## src/design/fhc_pkg.sv

```systemverilog
// Purpose: Constants for the framer HDLC controller
// Assumes: APB byte address is four times the register index
// Notes: Indices are those of framer 1
package fhc_pkg;
   localparam logic [11:0] R_RMAP = 12'h010;
   localparam logic [11:0] R_RSUP = 12'h011;
   localparam logic [11:0] R_RWM = 12'h087;
   localparam logic [11:0] R_RLAT = 12'h094;
   localparam logic [11:0] R_RMSK = 12'h0a4;
   localparam logic [11:0] R_RLIVE = 12'h0b4;
   localparam logic [11:0] R_RAVL = 12'h0b5;
   localparam logic [11:0] R_RFIFO = 12'h0b6;
   localparam logic [11:0] R_TC1 = 12'h110;
   localparam logic [11:0] R_TSUP = 12'h111;
   localparam logic [11:0] R_TMAP = 12'h113;
   localparam logic [11:0] R_TWM = 12'h187;
   localparam logic [11:0] R_TLAT = 12'h191;
   localparam logic [11:0] R_TMSK = 12'h1a1;
   localparam logic [11:0] R_TLIVE = 12'h1b1;
   localparam logic [11:0] R_TSPC = 12'h1b3;
   localparam logic [11:0] R_TFIFO = 12'h1b4;
   localparam logic [11:0] STRIDE = 12'h200;
   localparam logic [6:0] DEPTH = 7'h40;
   localparam int MODE_LSB = 5;
   localparam int MODE_MSB = 6;
   localparam int SLOT_MSB = 4;
   localparam logic [1:0] MODE_SLOT = 2'h0;
   localparam logic [1:0] MODE_SA = 2'h1;
   localparam logic [1:0] MODE_FDL = 2'h2;
   localparam logic [2:0] SA_FIRST = 3'h3;
   localparam int WM_MSB = 6;
   localparam int RL_EMPTY = 0;
   localparam int RL_HWM = 1;
   localparam int RL_OVR = 5;
   localparam int RX_HWM = 1;
   localparam int RX_END = 3;
   localparam int RX_BAD = 4;
   localparam int RX_OVR = 5;
   localparam int TL_LWM = 0;
   localparam int TL_EMPTY = 1;
   localparam int TX_LWM = 0;
   localparam int TX_UDR = 2;
   localparam int TC_ABORT = 0;
   localparam int TC_EOM = 1;
   localparam logic [7:0] CTRL_RST = 8'h00;
   localparam logic [7:0] RWM_RST = 8'h30;
   localparam logic [7:0] TWM_RST = 8'h10;
   localparam logic [15:0] CRC_INIT = 16'hffff;
   localparam logic [15:0] CRC_GOOD = 16'hf0b8;
   localparam logic [15:0] CRC_POLY = 16'h8408;
   localparam logic [7:0] FLAG_BYTE = 8'h7e;
   localparam logic [7:0] ABORT_BYTE = 8'hff;
   typedef enum logic [2:0] {K_FLAG, K_DATA, K_CRC1, K_CRC2, K_ABORT}
      fhc_kind_t;
endpackage

```

## src/design/fhc_hdlc_ctrl.sv

```systemverilog
// Purpose: HDLC controller of one framer, APB register side
// Assumes: Line bit strobes come from framer logic on mclk
// Notes: APB answers in the second access cycle
`timescale 1ns/1ps
// Notes on behaviour
// - Channel in slot, Sa4-Sa8 or FDL
// - Separate 64-byte transmit and receive FIFOs
// - Per-bit selection, unselected bits suppressed
// - Flags and aborts sent and recognised
// - FCS appended on transmit, checked on receive
// - Zero stuffing, destuffing, byte alignment
// - FIFOs hold a whole report message
// - Watermark levels in FIFO control registers
// - Rx high watermark live flag, bit 1
// - Tx low watermark live flag
// - Masked watermark event drives interrupt
// - Overrun drops packet, empties FIFO, flags
// - Low 7 bits give readable byte count
// - Count covers start, middle, end or whole
// - MSB set while packet not terminated
// - Latched bit cleared by writing one
// - Live bits follow state, ignore writes
// - Each latched event individually maskable
// - Unmasked event pulls interrupt low
// - Reading event bit releases interrupt
// - Tx space count, stable during read
// - Framer n at base plus (n-1)*200h
module fhc_hdlc_ctrl #(
   parameter int FRAMER_NUM = 1
) (
   input wire logic mclk,
   input wire logic resetn,
   input wire logic psel,
   input wire logic penable,
   input wire logic pwrite,
   input wire logic [13:0] paddr,
   input wire logic [31:0] pwdata,
   output logic [31:0] prdata,
   output logic pready,
   output logic pslverr,
   input wire logic rxBitStb,
   input wire logic rxBit,
   input wire logic [4:0] rxSlot,
   input wire logic [2:0] rxBitIdx,
   input wire logic rxSaFrame,
   input wire logic rxFdlBit,
   input wire logic txBitStb,
   input wire logic [4:0] txSlot,
   input wire logic [2:0] txBitIdx,
   input wire logic txSaFrame,
   input wire logic txFdlBit,
   output logic txLinkData,
   output logic txLinkInsert,
   output logic interruptOutN
);
   if (FRAMER_NUM < 1 || FRAMER_NUM > 8) begin : g_chk
      $error("FRAMER_NUM must be 1 to 8");
   end

   localparam logic [11:0] BASE =
      12'(12'(FRAMER_NUM - 1) * fhc_pkg::STRIDE);

   function automatic logic mapHit(input logic [7:0] mp,
      input logic [7:0] sp, input logic [4:0] ts, input logic [2:0] bi,
      input logic sa, input logic fdl);
      logic [1:0] m;
      logic h;
      m = mp[fhc_pkg::MODE_MSB:fhc_pkg::MODE_LSB];
      h = 1'b0;
      if (m == fhc_pkg::MODE_SLOT) begin
         h = ts == mp[fhc_pkg::SLOT_MSB:0] && !sp[bi];
      end else if (m == fhc_pkg::MODE_SA) begin
         h = ts == 5'h0 && sa && bi >= fhc_pkg::SA_FIRST &&
            !sp[bi - fhc_pkg::SA_FIRST];
      end else if (m == fhc_pkg::MODE_FDL) begin
         h = fdl;
      end
      return h;
   endfunction

   function automatic logic [15:0] crcF(input logic [15:0] c,
      input logic [7:0] d);
      logic [15:0] r;
      r = c;
      for (int i = 0; i < 8; i++) begin
         r = (r[0] ^ d[i]) ? ((r >> 1) ^ fhc_pkg::CRC_POLY) : (r >> 1);
      end
      return r;
   endfunction

   function automatic logic [7:0] availF(input logic [63:0] eop,
      input logic [5:0] rp, input logic [6:0] cnt);
      logic [7:0] r;
      logic found;
      logic [5:0] p;
      r = {cnt != 7'h0, cnt};
      found = 1'b0;
      for (int i = 0; i < 64; i++) begin
         p = rp + 6'(i);
         if (!found && 7'(i) < cnt && eop[p]) begin
            found = 1'b1;
            r = {1'b0, 7'(i + 1)};
         end
      end
      return r;
   endfunction

   // Register state
   logic [7:0] rMap_q, rSup_q, rWm_q, rMsk_q, rLat_q, rPend_q;
   logic [7:0] tMap_q, tSup_q, tWm_q, tMsk_q, tLat_q, tPend_q;
   logic tAbortReq_q, tEomNext_q, rxHwmOld_q, txLwmOld_q;

   // APB decode
   logic [11:0] idx;
   logic ok, acc, wrA, rdA, capt, mapped;
   logic hRMap, hRSup, hRWm, hRLat, hRMsk, hRLive, hRAvl, hRFifo;
   logic hTC1, hTSup, hTMap, hTWm, hTLat, hTMsk, hTLive, hTSpc, hTFifo;
   logic [7:0] rdMux, rxLive, txLive, rxEvt, txEvt;
   assign idx = paddr[13:2] - BASE;
   assign ok = paddr[1:0] == 2'h0;
   assign acc = psel & penable & pready;
   assign wrA = acc & pwrite;
   assign rdA = acc & !pwrite;
   assign capt = psel & penable & !pready;
   assign hRMap = ok && idx == fhc_pkg::R_RMAP;
   assign hRSup = ok && idx == fhc_pkg::R_RSUP;
   assign hRWm = ok && idx == fhc_pkg::R_RWM;
   assign hRLat = ok && idx == fhc_pkg::R_RLAT;
   assign hRMsk = ok && idx == fhc_pkg::R_RMSK;
   assign hRLive = ok && idx == fhc_pkg::R_RLIVE;
   assign hRAvl = ok && idx == fhc_pkg::R_RAVL;
   assign hRFifo = ok && idx == fhc_pkg::R_RFIFO;
   assign hTC1 = ok && idx == fhc_pkg::R_TC1;
   assign hTSup = ok && idx == fhc_pkg::R_TSUP;
   assign hTMap = ok && idx == fhc_pkg::R_TMAP;
   assign hTWm = ok && idx == fhc_pkg::R_TWM;
   assign hTLat = ok && idx == fhc_pkg::R_TLAT;
   assign hTMsk = ok && idx == fhc_pkg::R_TMSK;
   assign hTLive = ok && idx == fhc_pkg::R_TLIVE;
   assign hTSpc = ok && idx == fhc_pkg::R_TSPC;
   assign hTFifo = ok && idx == fhc_pkg::R_TFIFO;
   assign mapped = hRMap | hRSup | hRWm | hRLat | hRMsk | hRLive |
      hRAvl | hRFifo | hTC1 | hTSup | hTMap | hTWm | hTLat | hTMsk |
      hTLive | hTSpc | hTFifo;

   // Receive FIFO
   logic [7:0] rxMem [64];
   logic [63:0] rxEop_q, rxBad_q;
   logic [5:0] rxWp_q, rxRp_q;
   logic [6:0] rxCnt_q;
   logic rxPush, rxPop, rxWr, ovr, endEv, endBad, abortEv;
   logic [7:0] rxAvail;
   assign rxAvail = availF(rxEop_q, rxRp_q, rxCnt_q);
   assign rxPop = rdA && hRFifo && rxCnt_q != 7'h0;
   assign ovr = rxPush && rxCnt_q == fhc_pkg::DEPTH && !rxPop;
   assign rxWr = rxPush && !ovr;

   // Receive deframer
   logic [2:0] rOnes_q, rBc_q;
   logic [7:0] rSh_q, rH0_q, rH1_q, newByte;
   logic [1:0] rHc_q;
   logic [15:0] rCrc_q;
   logic rInF_q, rAny_q, rDisc_q, rxHit, stuffed, flagD, abortD;
   logic dataBit, byteDone;
   assign rxHit = rxBitStb &&
      mapHit(rMap_q, rSup_q, rxSlot, rxBitIdx, rxSaFrame, rxFdlBit);
   assign stuffed = !rxBit && rOnes_q == 3'h5;
   assign flagD = !rxBit && rOnes_q == 3'h6;
   assign abortD = rxBit && rOnes_q == 3'h6;
   assign dataBit = rxHit && rInF_q && !stuffed && !flagD && !abortD;
   assign byteDone = dataBit && rBc_q == 3'h7;
   assign newByte = {rxBit, rSh_q[7:1]};
   assign rxPush = byteDone && rHc_q == 2'h2 && !rDisc_q;
   assign endEv = rxHit && flagD && rInF_q && rAny_q && !rDisc_q;
   assign endBad = rBc_q != 3'h7 || rCrc_q != fhc_pkg::CRC_GOOD;
   assign abortEv = rxHit && abortD && rInF_q && rAny_q && !rDisc_q;

   always_ff @(posedge mclk or negedge resetn) begin
      if (!resetn) begin
         rOnes_q <= 3'h0;
         rBc_q <= 3'h0;
         rSh_q <= 8'h00;
         rH0_q <= 8'h00;
         rH1_q <= 8'h00;
         rHc_q <= 2'h0;
         rCrc_q <= fhc_pkg::CRC_INIT;
         rInF_q <= 1'b0;
         rAny_q <= 1'b0;
         rDisc_q <= 1'b0;
      end else begin
         if (rxHit) begin
            rOnes_q <= !rxBit ? 3'h0 : (rOnes_q == 3'h7 ? 3'h7 :
               rOnes_q + 3'h1);
            if (flagD) begin
               rInF_q <= 1'b1;
               rBc_q <= 3'h0;
               rHc_q <= 2'h0;
               rAny_q <= 1'b0;
               rCrc_q <= fhc_pkg::CRC_INIT;
               rDisc_q <= 1'b0;
            end else if (abortD) begin
               rInF_q <= 1'b0;
            end else if (dataBit) begin
               rSh_q <= newByte;
               rBc_q <= rBc_q + 3'h1;
               if (byteDone) begin
                  rCrc_q <= crcF(rCrc_q, newByte);
                  rH1_q <= newByte;
                  rH0_q <= rH1_q;
                  rHc_q <= (rHc_q == 2'h2) ? 2'h2 : rHc_q + 2'h1;
                  rAny_q <= rAny_q | rxWr;
               end
            end
         end
         if (ovr) begin
            rDisc_q <= 1'b1;
         end
      end
   end

   always_ff @(posedge mclk) begin
      if (rxWr) begin
         rxMem[rxWp_q] <= rH0_q;
      end
   end

   always_ff @(posedge mclk or negedge resetn) begin
      if (!resetn) begin
         rxWp_q <= 6'h0;
         rxRp_q <= 6'h0;
         rxCnt_q <= 7'h0;
         rxEop_q <= '0;
         rxBad_q <= '0;
      end else if (ovr) begin
         rxWp_q <= 6'h0;
         rxRp_q <= 6'h0;
         rxCnt_q <= 7'h0;
         rxEop_q <= '0;
      end else begin
         rxWp_q <= rxWp_q + 6'(rxWr);
         rxRp_q <= rxRp_q + 6'(rxPop);
         rxCnt_q <= rxCnt_q + 7'(rxWr) - 7'(rxPop);
         if (rxWr) begin
            rxEop_q[rxWp_q] <= 1'b0;
         end
         if (endEv || abortEv) begin
            rxEop_q[rxWp_q - 6'h1] <= 1'b1;
            rxBad_q[rxWp_q - 6'h1] <= abortEv || endBad;
         end
      end
   end

   // Transmit FIFO and framer
   logic [8:0] txMem [64];
   logic [5:0] txWp_q, txRp_q;
   logic [6:0] txCnt_q;
   logic txPush, txPop, txHit, stuffT, lastBit, outBit, udr;
   fhc_pkg::fhc_kind_t tKind_q, nKind;
   logic [7:0] tSh_q, nSh;
   logic [2:0] tBc_q, tOnes_q;
   logic [15:0] tCrc_q, nCrc;
   logic tEom_q, nEom, popSel, abTake;
   assign txPush = wrA && hTFifo && txCnt_q != fhc_pkg::DEPTH;
   assign txHit = txBitStb &&
      mapHit(tMap_q, tSup_q, txSlot, txBitIdx, txSaFrame, txFdlBit);
   assign stuffT = tKind_q != fhc_pkg::K_FLAG &&
      tKind_q != fhc_pkg::K_ABORT && tOnes_q == 3'h5;
   assign outBit = stuffT ? 1'b0 : tSh_q[0];
   assign lastBit = txHit && !stuffT && tBc_q == 3'h7;
   assign txPop = lastBit && popSel;

   always_comb begin
      nKind = fhc_pkg::K_FLAG;
      nSh = fhc_pkg::FLAG_BYTE;
      nCrc = tCrc_q;
      nEom = 1'b0;
      popSel = 1'b0;
      udr = 1'b0;
      abTake = 1'b0;
      if (tAbortReq_q && tKind_q != fhc_pkg::K_ABORT) begin
         abTake = 1'b1;
      end else if (tKind_q == fhc_pkg::K_DATA && tEom_q) begin
         nKind = fhc_pkg::K_CRC1;
         nSh = ~tCrc_q[7:0];
      end else if (tKind_q == fhc_pkg::K_CRC1) begin
         nKind = fhc_pkg::K_CRC2;
         nSh = ~tCrc_q[15:8];
      end else if (tKind_q == fhc_pkg::K_DATA ||
         tKind_q == fhc_pkg::K_FLAG) begin
         popSel = txCnt_q != 7'h0;
         udr = !popSel && tKind_q == fhc_pkg::K_DATA;
      end
      if (popSel) begin
         nKind = fhc_pkg::K_DATA;
         nSh = txMem[txRp_q][7:0];
         nEom = txMem[txRp_q][8];
         nCrc = crcF(tKind_q == fhc_pkg::K_DATA ? tCrc_q :
            fhc_pkg::CRC_INIT, txMem[txRp_q][7:0]);
      end
      if (abTake || udr) begin
         nKind = fhc_pkg::K_ABORT;
         nSh = fhc_pkg::ABORT_BYTE;
      end
   end

   always_ff @(posedge mclk) begin
      if (txPush) begin
         txMem[txWp_q] <= {tEomNext_q, pwdata[7:0]};
      end
   end

   always_ff @(posedge mclk or negedge resetn) begin
      if (!resetn) begin
         txWp_q <= 6'h0;
         txRp_q <= 6'h0;
         txCnt_q <= 7'h0;
         tKind_q <= fhc_pkg::K_FLAG;
         tSh_q <= fhc_pkg::FLAG_BYTE;
         tBc_q <= 3'h0;
         tOnes_q <= 3'h0;
         tCrc_q <= fhc_pkg::CRC_INIT;
         tEom_q <= 1'b0;
         txLinkData <= 1'b0;
         txLinkInsert <= 1'b0;
      end else begin
         txWp_q <= txWp_q + 6'(txPush);
         txRp_q <= txRp_q + 6'(txPop);
         txCnt_q <= txCnt_q + 7'(txPush) - 7'(txPop);
         txLinkInsert <= txHit;
         if (txHit) begin
            txLinkData <= outBit;
            tOnes_q <= (stuffT || !outBit || tKind_q == fhc_pkg::K_FLAG ||
               tKind_q == fhc_pkg::K_ABORT) ? 3'h0 : tOnes_q + 3'h1;
            if (lastBit) begin
               tKind_q <= nKind;
               tSh_q <= nSh;
               tBc_q <= 3'h0;
               tEom_q <= nEom;
               tCrc_q <= nCrc;
            end else if (!stuffT) begin
               tSh_q <= tSh_q >> 1;
               tBc_q <= tBc_q + 3'h1;
            end
         end
      end
   end

   // Live status, events, latched status and interrupt
   logic rxHwm, txLwm, popEop;
   assign rxHwm = rxCnt_q > rWm_q[fhc_pkg::WM_MSB:0];
   assign txLwm = txCnt_q < tWm_q[fhc_pkg::WM_MSB:0];
   assign popEop = rxPop && rxEop_q[rxRp_q];
   always_comb begin
      rxLive = 8'h00;
      rxLive[fhc_pkg::RL_EMPTY] = rxCnt_q == 7'h0;
      rxLive[fhc_pkg::RL_HWM] = rxHwm;
      rxLive[fhc_pkg::RL_OVR] = rDisc_q;
      txLive = 8'h00;
      txLive[fhc_pkg::TL_LWM] = txLwm;
      txLive[fhc_pkg::TL_EMPTY] = txCnt_q == 7'h0;
      rxEvt = 8'h00;
      rxEvt[fhc_pkg::RX_HWM] = rxHwm && !rxHwmOld_q;
      rxEvt[fhc_pkg::RX_END] = popEop && !rxBad_q[rxRp_q];
      rxEvt[fhc_pkg::RX_BAD] = popEop && rxBad_q[rxRp_q];
      rxEvt[fhc_pkg::RX_OVR] = ovr;
      txEvt = 8'h00;
      txEvt[fhc_pkg::TX_LWM] = txLwm && !txLwmOld_q;
      txEvt[fhc_pkg::TX_UDR] = txPop == 1'b0 && lastBit && udr;
   end

   assign rdMux = hRMap ? rMap_q : hRSup ? rSup_q : hRWm ? rWm_q :
      hRLat ? rLat_q : hRMsk ? rMsk_q : hRLive ? rxLive :
      hRAvl ? rxAvail : hRFifo ? rxMem[rxRp_q] : hTC1 ?
      {6'h0, tEomNext_q, tAbortReq_q} : hTSup ? tSup_q :
      hTMap ? tMap_q : hTWm ? tWm_q : hTLat ? tLat_q :
      hTMsk ? tMsk_q : hTLive ? txLive :
      hTSpc ? {1'b0, fhc_pkg::DEPTH - txCnt_q} : 8'h00;

   always_ff @(posedge mclk or negedge resetn) begin
      if (!resetn) begin
         pready <= 1'b0;
         pslverr <= 1'b0;
         prdata <= 32'h0;
      end else begin
         pready <= capt;
         if (capt) begin
            prdata <= {24'h0, rdMux};
            pslverr <= !mapped;
         end
      end
   end

   always_ff @(posedge mclk or negedge resetn) begin
      if (!resetn) begin
         rMap_q <= fhc_pkg::CTRL_RST;
         rSup_q <= fhc_pkg::CTRL_RST;
         rWm_q <= fhc_pkg::RWM_RST;
         rMsk_q <= fhc_pkg::CTRL_RST;
         tMap_q <= fhc_pkg::CTRL_RST;
         tSup_q <= fhc_pkg::CTRL_RST;
         tWm_q <= fhc_pkg::TWM_RST;
         tMsk_q <= fhc_pkg::CTRL_RST;
         tAbortReq_q <= 1'b0;
         tEomNext_q <= 1'b0;
      end else begin
         if (wrA && hRMap) rMap_q <= pwdata[7:0];
         if (wrA && hRSup) rSup_q <= pwdata[7:0];
         if (wrA && hRWm) rWm_q <= pwdata[7:0];
         if (wrA && hRMsk) rMsk_q <= pwdata[7:0];
         if (wrA && hTMap) tMap_q <= pwdata[7:0];
         if (wrA && hTSup) tSup_q <= pwdata[7:0];
         if (wrA && hTWm) tWm_q <= pwdata[7:0];
         if (wrA && hTMsk) tMsk_q <= pwdata[7:0];
         tAbortReq_q <= (wrA && hTC1 && pwdata[fhc_pkg::TC_ABORT]) ||
            (tAbortReq_q && !(lastBit && abTake));
         tEomNext_q <= (wrA && hTC1 && pwdata[fhc_pkg::TC_EOM]) ||
            (tEomNext_q && !txPush);
      end
   end

   always_ff @(posedge mclk or negedge resetn) begin
      if (!resetn) begin
         rLat_q <= 8'h00;
         tLat_q <= 8'h00;
         rPend_q <= 8'h00;
         tPend_q <= 8'h00;
         rxHwmOld_q <= 1'b0;
         txLwmOld_q <= 1'b1;
         interruptOutN <= 1'b1;
      end else begin
         rxHwmOld_q <= rxHwm;
         txLwmOld_q <= txLwm;
         rLat_q <= rxEvt | (rLat_q & ~(wrA && hRLat ? pwdata[7:0] :
            8'h00));
         tLat_q <= txEvt | (tLat_q & ~(wrA && hTLat ? pwdata[7:0] :
            8'h00));
         rPend_q <= rxEvt | (rPend_q & ~(rdA && hRLat ? rLat_q :
            8'h00));
         tPend_q <= txEvt | (tPend_q & ~(rdA && hTLat ? tLat_q :
            8'h00));
         interruptOutN <= ~|((rPend_q & rMsk_q) |
            (tPend_q & tMsk_q));
      end
   end
endmodule

```

## config.mk

```make
export PLATFORM = sky130hd
export DESIGN_NAME = fhc_hdlc_ctrl
export DESIGN_NICKNAME = d
export VERILOG_FILES = /design/src/design/fhc_pkg.sv /design/src/design/fhc_hdlc_ctrl.sv
export SDC_FILE = /design/constraint.sdc
export NUM_CORES = 2
export LEC_CHECK = 0
export BUFFER_PORTS_ARGS = -buffer_cell sky130_fd_sc_hd__buf_2
export CAP_MARGIN = 20
export CELL_PAD_IN_SITES_DETAIL_PLACEMENT = 1
export CELL_PAD_IN_SITES_GLOBAL_PLACEMENT = 2
export CORE_AREA = 2 2 640 324
export DETAILED_ROUTE_END_ITERATION = 7
export DIE_AREA = 0 0 642 326
export PLACE_DENSITY = 0.7
export SLEW_MARGIN = 20
export SYNTH_ARGS = -nofsm -noshare
export SYNTH_HDL_FRONTEND = slang
export SYNTH_SLANG_ARGS = --single-unit
```

## constraint.sdc

```tcl
create_clock -name mclk -period 10.38 [get_ports mclk]
set_input_delay 2.076 -clock mclk [delete_from_list [all_inputs] [get_ports mclk]]
set_output_delay 2.076 -clock mclk [all_outputs]
set_load 0.1 [all_outputs]
```

==> results_dict.tcl <==
set metrics [dict create \
    rsz0062_at_grt "no" \
    clk_path_buf_depth 4 \
    crit_chain "inv_2 > ha_1 > buf_4 > mux4_1 > mux4_1 > mux4_2 > and3_1 > nand2b_1 > nor3_1 > and3_2 > and3_1 > a21boi_0 > a311o_1 > o311ai_0 > a41oi_1" \
    ys_seq_area_share_pct 59.1 \
    power_w 0.0121 \
    fmax_mhz 130 \
    num_vias 44500 \
    die_h_um 326 \
    r2r-end "prdata[0]" \
    finalHoldViolCount 0 \
    seqCellArea_sq_um 41800 \
    postCtsResizedCells 0 \
    combPwrFrac_pct 5.5 \
    fin_area_sq_um 78700 \
    drive_above_1_share_pct 26.4 \
    synth.cell_area_sq_um 70800 \
    hpwl_um 173000 \
    cts_tree "yes" \
    place_area_sq_um 74100 \
    drv_cap 0 \
    max_stage_delay_ps 980 \
    setup_viol 0 \
    port_buffers 62 \
    drt_iter0_drc 6260 \
    htreeDepth 4 \
    power_frac_seq_pct 51.7 \
    crit_type "reg -> reg" \
    start_kind "flip-flop" \
    worst_hold_path_type "reg -> reg" \
    hold_start "rLat_q[6]" \
    fin_util_pct 38.5 \
    status "finished clean" \
    cts_made_buffers 147 \
    hold_end "rPend_q[6]" \
    dieArea_sq_um 209000 \
    finalWirelength_um 240000 \
    layout_commonest_cell "edfxtp_1" \
    wl_per_cell_um 32.4 \
    post-cts-setup-buffers 0 \
    fin_worst_skew_ps 99.7 \
    hold-path-cell-count 1 \
    fin_ws_ps 2700 \
    intPower_w 0.00925 \
    drtAntennaViolNets 0 \
    yosysUniqueCellTypes 105 \
    std_cell_rows 118 \
    end_kind "flip-flop" \
    final_cell_mix "edfxtp_1, mux4_2, nor2_1" \
    drtPass1Iterations 5 \
    ys.flop_type "edfxtp_1" \
    gr-total-overflow 0 \
    pwr_density_cell_nw_per_um2 154 \
    cts.sinks 1451 \
    p_switching_w 0.00289 \
    final.setup.tns_ps 0 \
    async_flop_share_pct 25.0 \
    yosysWarnings 0 \
    pin_count 111 \
    fill_cells 20500 \
    grt_pass1_vias 43300 \
    r2r_start "rxRp_q[1]" \
    vias_per_cell 6.00 \
    pwr-share-clk_pct 42.8 \
    postSynthCellCount 4480 \
    syn2layout_area_growth_pct 11.2 \
    crit_fanout 52 \
    coreArea_sq_um 205000 \
    grt_pass1_wl_um 340000 \
    r2r_setup_slack_ps 2700 \
    r2r_cells 15 \
    cp_top_family "multiplexers" \
    worstPathRequired_ps 11110 \
    multi_input_area_sq_um 27500 \
    clkTransAtPathRegs_ps 60 \
    grt_start_max_net_pins 116 \
    p_leak_nw 28.0 \
    worstMarginPinSlew_ps 1210 \
    ys_ff_latch 1451 \
    fin_crit_ps 7680 \
    switching_share_pct 23.8 \
    die_w_um 642 \
    floorplan.initialDensity_pct 34.6 \
    pre_cts_ws_ps 2120 \
    clock_tree.root_cell "clkbuf_16" \
    gp_congestion 0.951 \
    fin_nets 4695 \
    antenna_found_initial 44 \
    crit_buf_inv 2 \
    drcViolationCount 0 \
    grt_usage_pct 22.6 \
    slew_headroom_pct 19.4 \
    slew_viol_final 0 \
    synth-edff-count 1088 \
    avgSynthCellArea_sq_um 15.8 \
    finalCritPeriodShare_pct 74.0 \
    insertion_delay_ps 840 \
    peakVddDrop_mv 0.117 \
    cts_hold_buf 0 \
    crit_slowest_cell "mux4_1" \
    worstPathArrival_ps 8410 \
]
## flip-flops by register name, indices dropped and copies added (netlist names), 16 cells and up
signal / cells
rxBad_q: 64
txMem: 576
rxEop_q: 64
rCrc_q: 16
tCrc_q: 16
rxMem: 512
## layout make-up
cell class              instances  area share, %
well taps                    2760           4.39
flip-flops and latches       1451           53.2
clock inverters                69          0.736
repair buffers                157           1.37
inverters                      85          0.405
clock buffers                 184           5.00
diodes                         13         0.0413
multi-input cells            2692           34.9
## per-stage QoR
| step | std cells | hold slack, ps |
|---|---|---|
| 6_report | 7411 | 476 |
| 5_1_grt | 7402 | 502 |
| 4_1_cts | 7396 | 475 |
| 3_5_place_dp | 7143 | 465 |
| 3_3_place_gp | 7142 | 460 |
| 2_1_floorplan | 4503 | 444 |
## layer usage
metal	share of wire [%]	GRT usage [%]	wire [um]
met1	50	38.3	120000
met2	35	25.6	84300
met3	14	9.32	32700
met4	1.3	3.53	3210
met5	0.029	0	69
## power groups by stage
stage	sequential (W)	clock [W]	combinational (W)
floorplan	0.00641	0	0.000350
global placement	0.00639	0	0.000627
detailed placement	0.00639	0	0.000637
CTS	0.00627	0.00532	0.000641
global route	0.00627	0.00552	0.000705
finish	0.00627	0.00520	0.000668
## logic make-up (layout without fill, tap and decap cells)
group | Yosys count | after routing | synth area share [%]
DFF | 1451 | 1451 | 59.1
AOI/OAI and AO/OA | 562 | 562 | 5.25
muxes | 888 | 888 | 23.5
adders and majority gates | 87 | 87 | 1.56
buffers and inverters | 360 | 495 | 2.42
and+or+nand+nor | 981 | 981 | 6.40
other | 1 | 37 | 0.00530
xor gates and xnor gates | 150 | 150 | 1.86
## cells in the mapped netlist (all sizes together) (46+ instances only)
cell / instances / area (sq um)
a21oi: 86 / 430
mux2: 192 / 2170
buf: 131 / 779
ha: 85 / 1060
clkbuf: 142 / 593
edfxtp: 1088 / 32700
mux2i: 113 / 1130
inv: 84 / 315
nand2: 312 / 1170
dfrtp: 320 / 8010
xor2: 46 / 403
nand3: 72 / 365
o21ai: 142 / 711
xnor2: 104 / 911
nor3: 48 / 263
mux4: 583 / 13300
nor2: 345 / 1290
o22ai: 68 / 425
## how the worst max path moves through the flow
| stage | from | end | slack [ps] | depth (start not counted) |
|---|---|---|---|---|
| global route | rxRp_q[1] | prdata[0] | 2410 | 15 |
| CTS | rxRp_q[1] | prdata[0] | 2850 | 15 |
| floorplan | rxRp_q[3] | prdata[1] | 3810 | 23 |
| global placement | rxBitIdx[0] | rxMem[17][0] | 2340 | 13 |
| detailed placement | rxBitIdx[0] | rxMem[62][1] | 2120 | 14 |
| finish | rxRp_q[1] | prdata[0] | 2700 | 15 |
## worst reg2reg max path: stages, from the launching register on
cell and delay, ps:
dfrtp_4 940, inv_2 470, ha_1 430, buf_4 450, mux4_1 990, mux4_1 690, mux4_2 490, and3_1 330
nand2b_1 250, nor3_1 530, and3_2 390, and3_1 340, a21boi_0 440, a311o_1 320, o311ai_0 270, a41oi_1 280
(Power assumes the default switching activity.)
